### config.mk
export PLATFORM = sky130hd
export DESIGN_NAME = gbp_port
export DESIGN_NICKNAME = d
export VERILOG_FILES = /design/src/rtl/gbp_pkg.sv /design/src/rtl/gbp_rx_if.sv /design/src/rtl/gbp_rx_ser.sv /design/src/rtl/gbp_port.sv
export SDC_FILE = /design/constraint.sdc
export NUM_CORES = 1
export LEC_CHECK = 0
export BUFFER_PORTS_ARGS = -buffer_cell sky130_fd_sc_hd__buf_2
export CAP_MARGIN = 40
export CORE_MARGIN = 2
export CORE_UTILIZATION = 57
export DETAILED_ROUTE_END_ITERATION = 8
export GPL_ROUTABILITY_DRIVEN = 0
export PLACE_DENSITY = 0.79
export SLEW_MARGIN = 20
export SYNTH_ARGS = -nofsm -noshare
export SYNTH_HDL_FRONTEND = slang
export SYNTH_SLANG_ARGS = --single-unit
### constraint.sdc
create_clock -name mclk -period 3.2 [get_ports mclk]
set_input_delay 0.32 -clock mclk [delete_from_list [all_inputs] [get_ports mclk]]
set_output_delay 0.32 -clock mclk [all_outputs]
set_load 0.02 [all_outputs]
### src/rtl/gbp_pkg.sv
// ---------------------------------------------------------------------------
// Shared constants of the baseband port timing block.
// ---------------------------------------------------------------------------
package gbp_pkg;

  // All times below are counted in master clock periods, not in mclk cycles.
  localparam int unsigned TX_WAKE_TICKS  = 24;  // Wake delay before the first bit clock edge.
  localparam int unsigned TX_HALF_TICKS  = 24;  // Length of each bit clock phase.
  localparam int unsigned TX_LAST_WINDOW = 23;  // Sleep request window after a bit clock edge.
  localparam int unsigned RX_WORD_BITS   = 12;  // Bits in one receive word.
  localparam int unsigned RX_PAIR_BITS   = 24;  // Bits in one in-phase and quadrature pair.
  localparam int unsigned RX_PAIR_WORD_RATE_LOW  = 48;  // Pair period at the low word rate.
  localparam int unsigned RX_PAIR_WORD_RATE_HIGH  = 24;  // Pair period at the high word rate.
  localparam int unsigned AUX_BITS       = 16;  // Length of the auxiliary shift register.

  // Synchroniser lane positions of the pin inputs.
  localparam int unsigned SY_MCK1   = 0;
  localparam int unsigned SY_MCK2   = 1;
  localparam int unsigned SY_TXSLP  = 2;
  localparam int unsigned SY_TXDAT  = 3;
  localparam int unsigned SY_RXSLP  = 4;
  localparam int unsigned SY_ASCLK  = 5;
  localparam int unsigned SY_ADAT   = 6;
  localparam int unsigned SY_ALAT   = 7;
  localparam int unsigned SY_MODE   = 8;
  localparam int unsigned SY_RATE   = 9;
  localparam int unsigned SY_WIDTH  = 10;

  // Values after reset.
  localparam logic [9:0]  SYNC_RST  = 10'h000;
  localparam logic [5:0]  CNT_RST   = 6'h00;
  localparam logic [15:0] AUX_RST   = 16'h0000;
  localparam logic [23:0] SHIFT_RST = 24'h00_0000;

  // Transmit bit clock sequencer states.
  typedef enum logic [3:0] {
    GBP_TX_SLEEP = 4'b0001,
    GBP_TX_WAKE  = 4'b0010,
    GBP_TX_HIGH  = 4'b0100,
    GBP_TX_LOW   = 4'b1000
  } gbp_tx_state_type;

endpackage : gbp_pkg

### src/rtl/gbp_rx_if.sv
`timescale 1ns/10ps
// ---------------------------------------------------------------------------
// Carrier between the port top and the receive word serialiser.
// ---------------------------------------------------------------------------
interface gbp_rx_if;
  logic        tick;        // One pulse per master clock two period.
  logic        mode;        // Output mode, 0 single pin, 1 split pins.
  logic        rate;        // Word rate select, 0 low, 1 high.
  logic        awake;       // Receive path out of sleep.
  logic [11:0] i_word;      // In-phase word from the converter.
  logic [11:0] q_word;      // Quadrature word from the converter.
  logic        word_taken;  // Pulse when a pair is loaded.
  logic        ser_out;     // Single pin serial data.
  logic        iq_sel;      // High while the single pin carries in-phase bits.
  logic        i_out;       // Split in-phase data pin.
  logic        q_out;       // Split quadrature data pin.
  logic        frame_sync;  // Marks the first bit of a pair.
  logic        bit_clk;     // Receive bit clock.

  modport top (output tick, mode, rate, awake, i_word, q_word,
               input word_taken, ser_out, iq_sel, i_out, q_out, frame_sync, bit_clk);
  modport ser (input tick, mode, rate, awake, i_word, q_word,
               output word_taken, ser_out, iq_sel, i_out, q_out, frame_sync, bit_clk);
endinterface : gbp_rx_if

### src/rtl/gbp_rx_ser.sv
`timescale 1ns/10ps
// ---------------------------------------------------------------------------
// Receive word serialiser: one bit per master period, pin set by mode.
// ---------------------------------------------------------------------------
module gbp_rx_ser
  import gbp_pkg::*;
(
  input  wire logic mclk,
  input  wire logic sys_rst,
  gbp_rx_if.ser     rx
);

  logic [5:0]  cnt_ff,  nxt_cnt;     // Master periods into the pair period.
  logic [23:0] sh_ff,   nxt_sh;      // Pair shift register, in-phase in the top half.
  logic        ser_ff,  nxt_ser;
  logic        iqs_ff,  nxt_iqs;
  logic        io_ff,   nxt_io;
  logic        qo_ff,   nxt_qo;
  logic        fs_ff,   nxt_fs;
  logic        bc_ff,   nxt_bc;
  logic        tk_ff,   nxt_tk;
  logic [5:0]  period;               // Pair period for the chosen rate.

  // Pair period follows the rate select; the high rate halves it.
  assign period = rx.rate ? 6'(RX_PAIR_WORD_RATE_HIGH) : 6'(RX_PAIR_WORD_RATE_LOW);

  // ---------------------------------------------------------------------------
  // Next state: load a pair at period start, then shift one bit per tick.
  // ---------------------------------------------------------------------------
  always_comb begin
    nxt_cnt = cnt_ff;
    nxt_sh  = sh_ff;
    nxt_ser = ser_ff;
    nxt_iqs = iqs_ff;
    nxt_io  = io_ff;
    nxt_qo  = qo_ff;
    nxt_fs  = 1'b0;
    nxt_bc  = 1'b0;
    nxt_tk  = 1'b0;
    if (!rx.awake) begin
      // Sleeping: pins park low and the next wake starts a fresh pair.
      nxt_cnt = CNT_RST;
      nxt_sh  = SHIFT_RST;
      nxt_ser = 1'b0;
      nxt_iqs = 1'b0;
      nxt_io  = 1'b0;
      nxt_qo  = 1'b0;
    end else if (rx.tick) begin
      nxt_bc  = 1'b1;
      nxt_cnt = (cnt_ff == period - 6'd1) ? CNT_RST : cnt_ff + 6'd1;
      if (cnt_ff == CNT_RST) begin
        // A new pair starts; its first bit goes out now.
        nxt_sh = {rx.i_word, rx.q_word};
        nxt_fs = 1'b1;
        nxt_tk = 1'b1;
      end else begin
        nxt_sh = {sh_ff[22:0], 1'b0};
      end
      if (!rx.mode) begin
        // Mode 0: one pin carries 24 bits, in-phase first.
        nxt_ser = (cnt_ff < 6'(RX_PAIR_BITS)) ? nxt_sh[23] : 1'b0;
        nxt_iqs = cnt_ff < 6'(RX_WORD_BITS);
        nxt_io  = 1'b0;
        nxt_qo  = 1'b0;
      end else begin
        // Mode 1: two pins carry 12 bits each in parallel.
        nxt_ser = 1'b0;
        nxt_iqs = 1'b0;
        nxt_io  = (cnt_ff < 6'(RX_WORD_BITS)) ? nxt_sh[23] : 1'b0;
        nxt_qo  = (cnt_ff < 6'(RX_WORD_BITS)) ? nxt_sh[11] : 1'b0;
      end
    end
  end

  // ---------------------------------------------------------------------------
  // Registers.
  // ---------------------------------------------------------------------------
  always_ff @(posedge mclk or posedge sys_rst) begin
    if (sys_rst) begin
      cnt_ff <= CNT_RST;
      sh_ff  <= SHIFT_RST;
      ser_ff <= 1'b0;
      iqs_ff <= 1'b0;
      io_ff  <= 1'b0;
      qo_ff  <= 1'b0;
      fs_ff  <= 1'b0;
      bc_ff  <= 1'b0;
      tk_ff  <= 1'b0;
    end else begin
      cnt_ff <= nxt_cnt;
      sh_ff  <= nxt_sh;
      ser_ff <= nxt_ser;
      iqs_ff <= nxt_iqs;
      io_ff  <= nxt_io;
      qo_ff  <= nxt_qo;
      fs_ff  <= nxt_fs;
      bc_ff  <= nxt_bc;
      tk_ff  <= nxt_tk;
    end
  end

  assign rx.ser_out    = ser_ff;
  assign rx.iq_sel     = iqs_ff;
  assign rx.i_out      = io_ff;
  assign rx.q_out      = qo_ff;
  assign rx.frame_sync = fs_ff;
  assign rx.bit_clk    = bc_ff;
  assign rx.word_taken = tk_ff;

  // The single pin and its in-phase marker stay quiet in mode 1.
  a_mode_pin_quiet: assert property (@(posedge mclk) disable iff (sys_rst)
    (rx.mode && $stable(rx.mode)) |=> (!ser_ff && !iqs_ff))
    else $error("single pin active in split mode");

  // Check helper: ticks since the last pair start, counted apart from cnt_ff
  // so that a broken period counter cannot hide behind its own value.
  logic [5:0] gap_ff;      // Ticks since the last pair start.
  logic       fs_seen_ff;  // A pair has started since the last wake.

  always_ff @(posedge mclk or posedge sys_rst) begin
    if (sys_rst) begin
      gap_ff     <= CNT_RST;
      fs_seen_ff <= 1'b0;
    end else if (!rx.awake) begin
      gap_ff     <= CNT_RST;
      fs_seen_ff <= 1'b0;
    end else if (rx.tick) begin
      gap_ff     <= nxt_fs ? CNT_RST : gap_ff + 6'd1;
      fs_seen_ff <= fs_seen_ff | nxt_fs;
    end
  end

  // A pair restarts exactly one pair period after the previous one.
  a_pair_period: assert property (@(posedge mclk) disable iff (sys_rst)
    (nxt_fs && fs_seen_ff && $stable(rx.rate)) |-> (gap_ff == period - 6'd1))
    else $error("frame sync off the pair boundary");

endmodule : gbp_rx_ser

### src/rtl/gbp_port.sv
`timescale 1ns/10ps
// ---------------------------------------------------------------------------
// ---------------------------------------------------------------------------
module gbp_port
  import gbp_pkg::*;
(
  input  wire logic        mclk,
  input  wire logic        sys_rst,
  input  wire logic        master_clock_one,    // Transmit master clock pin.
  input  wire logic        master_clock_two,    // Receive master clock pin.
  input  wire logic        tx_sleep_req,        // Transmit sleep request pin.
  input  wire logic        tx_data_in,          // Transmit data bit pin.
  input  wire logic        rx_sleep_req,        // Receive sleep request pin.
  input  wire logic        out_mode_sel,        // Output mode pin.
  input  wire logic        word_rate_sel,       // Word rate select pin.
  input  wire logic        aux_sclk,            // Auxiliary serial clock pin.
  input  wire logic        aux_sdata,           // Auxiliary serial data pin.
  input  wire logic        aux_latch,           // Auxiliary latch strobe pin.
  input  wire logic [11:0] rx_i_conv,           // In-phase word from the converter.
  input  wire logic [11:0] rx_q_conv,           // Quadrature word from the converter.
  output logic             tx_bit_clk,          // Transmit bit clock pin.
  output logic             tx_bit,              // Captured transmit bit.
  output logic             tx_bit_stb,          // Pulse when tx_bit is new.
  output logic             rx_serial_data,      // Mode 0 receive data pin.
  output logic             rx_iq_flag,          // Mode 0 in-phase marker.
  output logic             in_phase_word_out,   // Mode 1 in-phase data pin.
  output logic             quadrature_word_out, // Mode 1 quadrature data pin.
  output logic             rx_frame_sync,       // Receive frame sync pin.
  output logic             rx_bit_clk,          // Receive bit clock pin.
  output logic             rx_word_taken,       // Pulse when a pair is loaded.
  output logic             aux_flag             // Auxiliary flag pin.
);

  // ---------------------------------------------------------------------------
  // Pin synchronisers: two stages, then a third stage for edge detection.
  // ---------------------------------------------------------------------------
  logic [9:0] s1_ff, s2_ff, s3_ff;   // Only s2 and s3 feed logic.
  logic       mck1_tick;             // Rising edge of master clock one.
  logic       mck2_tick;             // Rising edge of master clock two.
  logic       sclk_fall;             // Falling edge of the auxiliary clock.
  logic       latch_rise;            // Rising edge of the auxiliary latch.

  always_ff @(posedge mclk or posedge sys_rst) begin
    if (sys_rst) begin
      s1_ff <= SYNC_RST;
      s2_ff <= SYNC_RST;
      s3_ff <= SYNC_RST;
    end else begin
      s1_ff <= {word_rate_sel, out_mode_sel, aux_latch, aux_sdata, aux_sclk,
                rx_sleep_req, tx_data_in, tx_sleep_req, master_clock_two,
                master_clock_one};
      s2_ff <= s1_ff;
      s3_ff <= s2_ff;
    end
  end

  assign mck1_tick  = s2_ff[SY_MCK1] & ~s3_ff[SY_MCK1];
  assign mck2_tick  = s2_ff[SY_MCK2] & ~s3_ff[SY_MCK2];
  assign sclk_fall  = ~s2_ff[SY_ASCLK] & s3_ff[SY_ASCLK];
  assign latch_rise = s2_ff[SY_ALAT] & ~s3_ff[SY_ALAT];

  // ---------------------------------------------------------------------------
  // Transmit bit clock sequencer.
  // ---------------------------------------------------------------------------
  gbp_tx_state_type st_ff, nxt_st;
  logic [5:0] cnt_ff,  nxt_cnt;      // Master periods into the current phase.
  logic       last_ff, nxt_last;     // Current bit clock cycle is the final one.
  logic       clk_ff,  nxt_clk;
  logic       bit_ff,  nxt_bit;
  logic       stb_ff,  nxt_stb;
  logic       sleep_s;

  assign sleep_s = s2_ff[SY_TXSLP];

  // Next state. A sleep request seen during a cycle is latched so that a
  // short pulse still ends the bit stream at the cycle boundary; the flag
  // is cleared only in the sleep state, where it is never set.
  always_comb begin
    nxt_st   = st_ff;
    nxt_cnt  = cnt_ff;
    nxt_last = last_ff;
    nxt_clk  = clk_ff;
    nxt_bit  = bit_ff;
    nxt_stb  = 1'b0;
    unique case (st_ff)
      GBP_TX_SLEEP: begin
        // Clock held low while asleep.
        nxt_clk  = 1'b0;
        nxt_last = 1'b0;
        if (!sleep_s && mck1_tick) begin
          // First master edge after release starts the wake count.
          nxt_st  = GBP_TX_WAKE;
          nxt_cnt = CNT_RST;
        end
      end
      GBP_TX_WAKE: begin
        if (sleep_s) begin
          nxt_st = GBP_TX_SLEEP;
        end else if (mck1_tick) begin
          if (cnt_ff == 6'(TX_WAKE_TICKS - 1)) begin
            nxt_st  = GBP_TX_HIGH;
            nxt_clk = 1'b1;
            nxt_cnt = CNT_RST;
          end else begin
            nxt_cnt = cnt_ff + 6'd1;
          end
        end
      end
      GBP_TX_HIGH: begin
        if (sleep_s) begin
          nxt_last = 1'b1;
        end
        if (mck1_tick) begin
          if (cnt_ff == 6'(TX_HALF_TICKS - 1)) begin
            // Falling edge: the data bit is captured here.
            nxt_st  = GBP_TX_LOW;
            nxt_clk = 1'b0;
            nxt_cnt = CNT_RST;
            nxt_bit = s2_ff[SY_TXDAT];
            nxt_stb = 1'b1;
          end else begin
            nxt_cnt = cnt_ff + 6'd1;
          end
        end
      end
      GBP_TX_LOW: begin
        if (sleep_s) begin
          nxt_last = 1'b1;
        end
        if (mck1_tick) begin
          if (cnt_ff == 6'(TX_HALF_TICKS - 1)) begin
            nxt_cnt = CNT_RST;
            if (last_ff || sleep_s) begin
              nxt_st = GBP_TX_SLEEP;
            end else begin
              nxt_st  = GBP_TX_HIGH;
              nxt_clk = 1'b1;
            end
          end else begin
            nxt_cnt = cnt_ff + 6'd1;
          end
        end
      end
      default: begin
        nxt_st  = GBP_TX_SLEEP;
        nxt_clk = 1'b0;
      end
    endcase
  end

  always_ff @(posedge mclk or posedge sys_rst) begin
    if (sys_rst) begin
      st_ff   <= GBP_TX_SLEEP;
      cnt_ff  <= CNT_RST;
      last_ff <= 1'b0;
      clk_ff  <= 1'b0;
      bit_ff  <= 1'b0;
      stb_ff  <= 1'b0;
    end else begin
      st_ff   <= nxt_st;
      cnt_ff  <= nxt_cnt;
      last_ff <= nxt_last;
      clk_ff  <= nxt_clk;
      bit_ff  <= nxt_bit;
      stb_ff  <= nxt_stb;
    end
  end

  assign tx_bit_clk = clk_ff;
  assign tx_bit     = bit_ff;
  assign tx_bit_stb = stb_ff;

  // ---------------------------------------------------------------------------
  // Auxiliary serial load and flag latch.
  // ---------------------------------------------------------------------------
  logic [15:0] aux_sh_ff, nxt_aux_sh;   // Bits shifted in on the clock fall.
  logic        flag_ff,   nxt_flag;

  // The flag takes the oldest loaded bit; later words do not move it until
  // the latch strobe rises again.
  always_comb begin
    nxt_aux_sh = aux_sh_ff;
    nxt_flag   = flag_ff;
    if (sclk_fall) begin
      nxt_aux_sh = {aux_sh_ff[14:0], s2_ff[SY_ADAT]};
    end
    if (latch_rise) begin
      nxt_flag = aux_sh_ff[AUX_BITS-1];
    end
  end

  always_ff @(posedge mclk or posedge sys_rst) begin
    if (sys_rst) begin
      aux_sh_ff <= AUX_RST;
      flag_ff   <= 1'b0;
    end else begin
      aux_sh_ff <= nxt_aux_sh;
      flag_ff   <= nxt_flag;
    end
  end

  assign aux_flag = flag_ff;

  // ---------------------------------------------------------------------------
  // Receive path. Words after wake are sent as produced; discarding the
  // unsettled ones is left to the partner, which keeps this side simple.
  // ---------------------------------------------------------------------------
  gbp_rx_if rx_bus ();

  assign rx_bus.tick   = mck2_tick;
  assign rx_bus.mode   = s2_ff[SY_MODE];
  assign rx_bus.rate   = s2_ff[SY_RATE];
  assign rx_bus.awake  = ~s2_ff[SY_RXSLP];
  assign rx_bus.i_word = rx_i_conv;
  assign rx_bus.q_word = rx_q_conv;

  gbp_rx_ser u_rx_ser (
    .mclk    (mclk),
    .sys_rst (sys_rst),
    .rx      (rx_bus.ser)
  );

  assign rx_serial_data      = rx_bus.ser_out;
  assign rx_iq_flag          = rx_bus.iq_sel;
  assign in_phase_word_out   = rx_bus.i_out;
  assign quadrature_word_out = rx_bus.q_out;
  assign rx_frame_sync       = rx_bus.frame_sync;
  assign rx_bit_clk          = rx_bus.bit_clk;
  assign rx_word_taken       = rx_bus.word_taken;

  // ---------------------------------------------------------------------------
  // Checks.
  // ---------------------------------------------------------------------------
  logic [5:0] hi_ticks_ff;   // Master edges seen while the bit clock is high.

  always_ff @(posedge mclk or posedge sys_rst) begin
    if (sys_rst) begin
      hi_ticks_ff <= CNT_RST;
    end else if (!clk_ff) begin
      hi_ticks_ff <= CNT_RST;
    end else if (mck1_tick) begin
      hi_ticks_ff <= hi_ticks_ff + 6'd1;
    end
  end

  a_wake_first_edge: assert property (@(posedge mclk) disable iff (sys_rst)
    ($rose(clk_ff) && $past(st_ff) == GBP_TX_WAKE) |-> $past(cnt_ff) == 6'd23)
    else $error("bit clock started at the wrong wake count");

  a_high_phase_len: assert property (@(posedge mclk) disable iff (sys_rst)
    $fell(clk_ff) |-> (hi_ticks_ff == 6'(TX_HALF_TICKS)))
    else $error("bit clock high phase not 24 master periods");

  a_last_cycle: assert property (@(posedge mclk) disable iff (sys_rst)
    $rose(clk_ff) |-> !$past(last_ff))
    else $error("bit clock ran on after its final cycle");

  a_capture_fall: assert property (@(posedge mclk) disable iff (sys_rst)
    $fell(clk_ff) |-> (stb_ff && bit_ff == $past(s2_ff[SY_TXDAT])))
    else $error("transmit bit not taken on the bit clock fall");

  a_sleep_quiet: assert property (@(posedge mclk) disable iff (sys_rst)
    (st_ff == GBP_TX_SLEEP) |=> !clk_ff)
    else $error("bit clock active during sleep");

  a_aux_flag_upd: assert property (@(posedge mclk) disable iff (sys_rst)
    latch_rise |=> (flag_ff == $past(aux_sh_ff[AUX_BITS-1])))
    else $error("auxiliary flag not updated by the latch strobe");

endmodule : gbp_port

==> results of run 1 <==
-- sequential cells by signal, indices dropped and copies added (netlist names), 4 cells and up --
signal,flops
st_ff,4
cnt_ff,6
u_rx_ser.sh_ff,23
s1_ff,10
s2_ff,10
u_rx_ser.cnt_ff,6
s3_ff,4
aux_sh_ff,16
-- metal layers --
metal	vias up	global-route usage	share of wire
met2	38	0.286	0.47
met4	0	0.0895	0.021
met5	-	0	0
li1	1201	-	-
met3	11	0.0443	0.035
met1	1184	0.248	0.47
-- kinds of logic (layout without fill, tap and decap cells) --
kind of cell    count (synthesis)  in the layout  synth area share
simple gates                   94             94             0.127
flops                          90             90             0.593
compound gates                 61             61            0.0972
mux                            43             43             0.120
buf+inv                        22             72            0.0366
xor+xnor                        7              7            0.0161
fa+ha+maj                       3              3           0.00989
-- layout make-up --
| type | instances | area (um^2) | area share |
|---|---|---|---|
| flip-flops and latches | 90 | 2250 | 0.528 |
| well taps | 77 | 96.3 | 0.0226 |
| inverters | 5 | 20.0 | 0.00469 |
| repair buffers | 51 | 295 | 0.0692 |
| clock buffers | 11 | 141 | 0.0331 |
| multi-input cells | 208 | 1410 | 0.330 |
| clock inverters | 5 | 53.8 | 0.0126 |
-- stage by stage --
step | instances | setup slack (ns) | hold slack (ns) | power [mW] | area, um^2
6_report | 447 | 1.15 | 0.0651 | 2.46 | 4270
5_1_grt | 447 | 1.03 | 0.0455 | 2.60 | 4270
3_3_place_gp | 429 | 1.22 | 0.332 | 1.71 | 4040
4_1_cts | 445 | 1.15 | 0.0496 | 2.49 | 4240
3_5_place_dp | 429 | 1.18 | 0.335 | 1.73 | 4040
2_1_floorplan | 320 | 0.546 | 0.331 | 1.65 | 3800
-- power by group through the flow --
| stage | logic [mW] | registers, mW | clock network (mW) |
|---|---|---|---|
| after floorplan | 0.304 | 1.34 | 0 |
| after global placement | 0.337 | 1.37 | 0 |
| after detailed placement | 0.348 | 1.38 | 0 |
| after CTS | 0.351 | 1.36 | 0.782 |
| after global routing | 0.390 | 1.38 | 0.836 |
| final | 0.349 | 1.36 | 0.758 |
-- worst max-delay path: stages (launching register included) --
cell and delay [ns]:
dfrtp_1 0.53, or4b_4 0.59, a21oi_2 0.16, o21ai_2 0.12, or4_1 0.48, nand3_1 0.09
-- what timing repair did --
item / 4_1_cts / 5_1_grt
hold endpoints to repair: 0 / 6
hold buffers: 0 / 1
resized for setup: 0 / 0
-- cells in the mapped netlist, drive strengths merged, types with 2 or more instances --
| library cell | instances | share of area |
|---|---|---|
| a211oi | 2 | 0.0040 |
| a21oi | 7 | 0.010 |
| a22o | 3 | 0.0069 |
| and2 | 3 | 0.0049 |
| buf | 6 | 0.010 |
| clkbuf | 11 | 0.021 |
| dfrtp | 89 | 0.59 |
| ha | 3 | 0.0099 |
| inv | 5 | 0.0049 |
| mux2 | 20 | 0.059 |
| mux2i | 23 | 0.061 |
| nand2 | 36 | 0.036 |
| nand2b | 7 | 0.014 |
| nand3 | 8 | 0.011 |
| nor2 | 15 | 0.015 |
| nor2b | 4 | 0.0066 |
| nor3 | 5 | 0.0066 |
| nor4 | 2 | 0.0033 |
| nor4bb | 2 | 0.0053 |
| o21ai | 36 | 0.048 |
| o31ai | 3 | 0.0059 |
| or4b | 2 | 0.0063 |
| xnor2 | 5 | 0.012 |
| xor2 | 2 | 0.0046 |
-- worst max-delay path by stage --
stage | slack, ns | start | cells past startpoint | endpoint
global route | 1.03 | s2_ff[1]$_DFF_PP0_ | 6 | u_rx_ser.cnt_ff[4]$_DFFE_PP0P_
floorplan | 0.55 | sys_rst | 1 | aux_flag$_DFFE_PP0P_
detailed placement | 1.18 | st_ff[1]$_DFFE_PP0P_ | 5 | cnt_ff[4]$_DFFE_PP0P_
global placement | 1.22 | st_ff[1]$_DFFE_PP0P_ | 5 | cnt_ff[4]$_DFFE_PP0P_
CTS | 1.15 | st_ff[0]$_DFFE_PP1P_ | 5 | cnt_ff[5]$_DFFE_PP0P_
finish | 1.15 | st_ff[1]$_DFFE_PP0P_ | 5 | cnt_ff[4]$_DFFE_PP0P_
==> metrics.md, run 1 <==
| Metric | Value |
|---|---|
| Status | `complete, no violations` |
| Yosys warns | `0` |
| Largest net degree at the start of global routing | `48` |
| Deepest clock path buffer count | `2` |
| Clock latency on the worst-skew pair | `0.35 ns` |
| Async set-reset flop share out of synthesis | `1.00` |
| Worst Max-Slew Pin Slew | `0.784 ns` |
| Crit path kind | `reg2reg` |
| Pre-antenna DRT Iters | `4` |
| CORE AREA | `6390 um^2` |
| Fraction of layout cells with a size suffix above 1 | `0.262` |
| Starting Density | `0.595` |
| Leakage | `2.11 nW` |
| Global Route Usage Sum | `0.185` |
| HP Class | `in2reg` |
| Worst Path Max Fanout | `14` |
| Clock network fraction of total power | `0.308` |
| Critical Path Source Type | `flop` |
| Final Max Tran Viols | `0` |
| Vias per cell | `5.45` |
| Detail Route Antenna Nets | `0` |
| Post-synth design cell area | `3800 um^2` |
| Nature of the critical path endpoint | `flop` |
| Seq/Total Area, Yosys | `0.593` |
| Setup TNS | `0 ns` |
| Routed via count | `2434` |
| Combinational group share of total power | `0.141` |
| FMAX | `0.489 GHz` |
| Most frequent cells in the layout | `dfrtp_1, buf_2, nand2_1, o21ai_0, mux2i_1` |
| Post-CTS setup buffers | `0` |
| Row cnt | `29` |
| Reg clk slew, reported paths | `0.09 ns` |
| Most common cell after layout, fill and taps aside | `dfrtp_1` |
| Post-route minimum period | `2.05 ns` |
| Avg Cell Area, Syn | `11.9 um^2` |
| Clock H-tree levels | `3` |
| Net Sw Frac | `0.255` |
| Reg power frac | `0.551` |
| R2R Setup Slk | `1.15 ns` |
| Fin nets | `404` |
| IO Count | `47` |
| Fin crit share | `0.640` |
| Yosys cell types | `52` |
| Psw | `0.628 mW` |
| HPWL Detailed | `4.10 mm` |
| Dominant synthesized flop cell | `dfrtp_1` |
| Vias in the first global route | `2379` |
| Hold Crit Depth | `1` |
| Chip height | `85.6 um` |
| # setup viols final | `0` |
| Starting DRT DRC Count | `135` |
| RSZ-0062 raised after global routing | `false` |
| CTS sink cnt | `90` |
| WP data required | `3.49 ns` |
| Peak VDD IR | `0.400 mV` |
| # fillers | `474` |
| GR Overflow Total | `0` |
| Worst R2R End | `cnt_ff[4]$_DFFE_PP0P_` |
| Initial antenna violation count | `0` |
| Post-synth EDFFs | `0` |
| DIE AREA | `7330 um^2` |
| Slew HR | `0.477` |
| Fin util | `0.668` |
| Global-route wire length before repair | `10.6 mm` |
| Number of synthesized register bits | `90` |
| Max-cap violations | `0` |
| Final wirelength | `6.09 mm` |
| CTS tree | `built` |
| Clk root buf | `clkbuf_8` |
| ANT cells | `0` |
| Routed WL per cell | `13.6 um` |
| Internal power | `1.84 mW` |
| P&R area growth vs syn | `12.4%` |
| Hold path start | `tx_data_in` |
| Syn nets | `359` |
| Hold EP | `s1_ff[3]$_DFF_PP0_` |
| CP Data Arrival Time | `2.33 ns` |
| Max Clock Skew | `0.0116 ns` |
| Fin. Hold Viols | `0` |
| Number of remaining DRC errors | `0` |
| Die width | `85.6 um` |
| R2r startpoint | `st_ff[1]$_DFFE_PP0P_` |
| TritonCTS Buffers | `9` |
| Port bufs | `46` |
| PwrDens | `577 nW/um^2` |
| Reg2reg path depth | `5` |
| Syn Inst Count | `320` |
No activity file was read; power rests on OpenSTA's default activity.
==> inputs of run 2 (changes only) <==
--- a/config.mk
+++ b/config.mk
@@ -8,10 +8,10 @@
 export BUFFER_PORTS_ARGS = -buffer_cell sky130_fd_sc_hd__buf_2
 export CAP_MARGIN = 40
 export CORE_MARGIN = 2
-export CORE_UTILIZATION = 57
+export CORE_UTILIZATION = 52
 export DETAILED_ROUTE_END_ITERATION = 8
 export GPL_ROUTABILITY_DRIVEN = 0
-export PLACE_DENSITY = 0.79
+export PLACE_DENSITY = 0.76
 export SLEW_MARGIN = 20
 export SYNTH_ARGS = -nofsm -noshare
 export SYNTH_HDL_FRONTEND = slang
==> constraint.sdc (replaced) <==
create_clock -name mclk -period 1.8 [get_ports mclk]
set_input_delay 0.18 -clock mclk [delete_from_list [all_inputs] [get_ports mclk]]
set_output_delay 0.18 -clock mclk [all_outputs]
set_load 0.02 [all_outputs]
==> run 2 against run 1 <==
  * Sequential cell count unchanged
  * Sequential power up 75%
  * Worst hold slack worse by 0.010 ns
  * Critical path depth unchanged
  * Fmax up 15%
  * Largest cell class unchanged
  * Highest routed layer unchanged
==> metrics.md, run 2 (same netlist as run 1, synthesis figures left out) <==
| Metric | Value |
|---|---|
| Worst Path Max Fanout | `4 (-10)` |
| Global-route wire length before repair | `11.0 mm (+3.3%)` |
| # setup viols final | `0 (unchanged)` |
| Most frequent cells in the layout | `dfrtp_1, buf_2, nand2_1, o21ai_0, mux2i_1` |
| Clock latency on the worst-skew pair | `0.35 ns (about the same)` |
| Critical Path Source Type | `flop` |
| Min Hold Slack | `0.0548 ns (-0.0104 ns)` |
| Setup WS pre-CTS | `-0.00797 ns (-1.19 ns)` |
| Deepest clock path buffer count | `2 (unchanged)` |
| Chip height | `89.5 um (+4.5%)` |
| R2r startpoint | `st_ff[2]$_DFFE_PP0P_` |
| Final wirelength | `6.64 mm (+9.0%)` |
| Hold path start | `rx_q_conv[0]` |
| Port bufs | `46 (unchanged)` |
| Clk root buf | `clkbuf_8` |
| Largest net degree at the start of global routing | `91 (+90%)` |
| PwrDens | `952 nW/um^2 (+65%)` |
| Row cnt | `31 (+6.9%)` |
| Vias per cell | `5.17 (-5.0%)` |
| GR Overflow Total | `0 (unchanged)` |
| WP data required | `2.04 ns (-1.45 ns)` |
| P&R area growth vs syn | `20.7%` |
| Pre-antenna DRT Iters | `4 (unchanged)` |
| Fin nets | `434 (+7.4%)` |
| IO Count | `47 (unchanged)` |
| Top Registers | `u_rx_ser.sh_ff: 23 flops, aux_sh_ff: 16 flops` |
| Max reg flops | `23 (unchanged)` |
| Starting Density | `0.529 (-0.0654)` |
| Hold Crit Depth | `2 (+1)` |
| Number of remaining DRC errors | `0 (unchanged)` |
| Worst R2R End | `st_ff[2]$_DFFE_PP0P_` |
| R2R Setup Slk | `0.02 ns (-1.13 ns)` |
| Clock H-tree levels | `3 (unchanged)` |
| Reg clk slew, reported paths | `0.09 ns (about the same)` |
| CTS tree | `built` |
| Most common cell after layout, fill and taps aside | `dfrtp_1` |
| Starting DRT DRC Count | `146 (+8.1%)` |
| CORE AREA | `7180 um^2 (+12%)` |
| FMAX | `0.561 GHz (+15%)` |
| Reg2reg path depth | `5 (unchanged)` |
| Fraction of layout cells with a size suffix above 1 | `0.318 (+0.0553)` |
| Fin crit share | `0.990 (+0.350)` |
| Hold EP | `u_rx_ser.sh_ff[0]$_DFFE_PP0P_` |
| HP Class | `in2reg` |
| Die width | `89.5 um (+4.5%)` |
| Slew HR | `0.691 (+0.214)` |
| Routed WL per cell | `13.3 um (-2.4%)` |
| Setup TNS | `0 ns (unchanged)` |
| Worst Max-Slew Pin Slew | `0.463 ns (-0.321 ns)` |
| ANT cells | `0 (unchanged)` |
| Detail Route Antenna Nets | `0 (unchanged)` |
| Leakage | `2.23 nW (+5.8%)` |
| CP Data Arrival Time | `2.02 ns (-0.31 ns)` |
| RSZ-0062 raised after global routing | `true` |
| Status | `complete, no violations` |
| Routed via count | `2582 (+6.1%)` |
| Initial antenna violation count | `0 (unchanged)` |
| Crit path kind | `reg2reg` |
| Placed Area | `4220 um^2 (+4.5%)` |
| Nature of the critical path endpoint | `flop` |
| Fin util | `0.639 (-0.0298)` |
| CTS sink cnt | `90 (unchanged)` |
| Max Clock Skew | `0.0101 ns (-0.00150 ns)` |
| HPWL Detailed | `4.28 mm (+4.5%)` |
| Global Route Usage Sum | `0.180 (-0.00532)` |
| Vias in the first global route | `2426 (+2.0%)` |
| Final Max Tran Viols | `0 (unchanged)` |
| Fin. Hold Viols | `0 (unchanged)` |
| Max-cap violations | `0 (unchanged)` |
| TritonCTS Buffers | `9 (unchanged)` |
| Reg with most FFs | `u_rx_ser.sh_ff` |
| DIE AREA | `8000 um^2 (+9.2%)` |
| Setup ws final | `0.0181 ns (-1.13 ns)` |
| Post-route minimum period | `1.78 ns (-0.265 ns)` |
| Peak VDD IR | `0.487 mV (+22%)` |
| Post-route cell area | `4580 um^2 (+7.4%)` |
[run 2: changes by cell type in the layout (fill, tap and decap cells not counted), sizes merged]
cell and delta:
buf +20, dlygate4sd3 +10, clkinv -3, clkinvlp +3
bufinv -1, clkbuf +1
[run 2: metrics by stage]
step                power [mW]  std cells
floorplan                 2.93        320
global placement          3.11        469
detailed placement        3.15        469
CTS                       4.35        496
global route              4.60        499
finish                    4.36        499
[run 2: area by class of cell]
cell class              instances  area (um^2)
multi-input cells             208         1470
flip-flops and latches         90         2250
well taps                      99          124
repair buffers                 81          549
fillers                       533         2590
clock buffers                  12          135
inverters                       5         22.5
clock inverters                 4         28.8
[run 2: power by group]
group / switching (mW) / leakage [nW] / internal (mW) / total, mW
registers: 0.129 / 1.16 / 2.25 / 2.38
clock network: 0.670 / 0.0766 / 0.503 / 1.17
logic: 0.379 / 0.989 / 0.429 / 0.808
total: 1.18 / 2.23 / 3.19 / 4.36
[run 2: worst max path at each step]
stage	startpoint	to	slack (ns)
3_5_place_dp	st_ff[1]$_DFFE_PP0P_	cnt_ff[4]$_DFFE_PP0P_	-0.008
6_report	st_ff[2]$_DFFE_PP0P_	st_ff[2]$_DFFE_PP0P_	0.02
2_1_floorplan	s2_ff[2]$_DFF_PP0_	cnt_ff[4]$_DFFE_PP0P_	0.005
5_1_grt	st_ff[2]$_DFFE_PP0P_	st_ff[2]$_DFFE_PP0P_	-0.04
3_3_place_gp	st_ff[1]$_DFFE_PP0P_	cnt_ff[4]$_DFFE_PP0P_	0.03
4_1_cts	st_ff[1]$_DFFE_PP0P_	tx_bit_clk$_DFFE_PP0P_	0.007
[run 2: layer usage]
layer	wire, um	vias to the layer above	GRT usage
met1	3100	1258	0.242
met2	3210	41	0.275
met4	138	0	0.0882
met5	0	-	0
li1	-	1270	-
met3	189	13	0.0416
[run 2: critical path: stages (launching register included)]
cell     delay (ns)
dfrtp_1        0.42
or4b_4         0.56
o22ai_4        0.20
o21a_1         0.18
a21oi_2        0.04
mux2_2         0.26
[run 2: timing repair]
item	4_1_cts	5_1_grt
buffers inserted	0	3
hold buffers	11	0
endpoints found under the hold margin	99	0
resized for setup	2	19
setup endpoints to repair	2	8
pin swaps	4	6
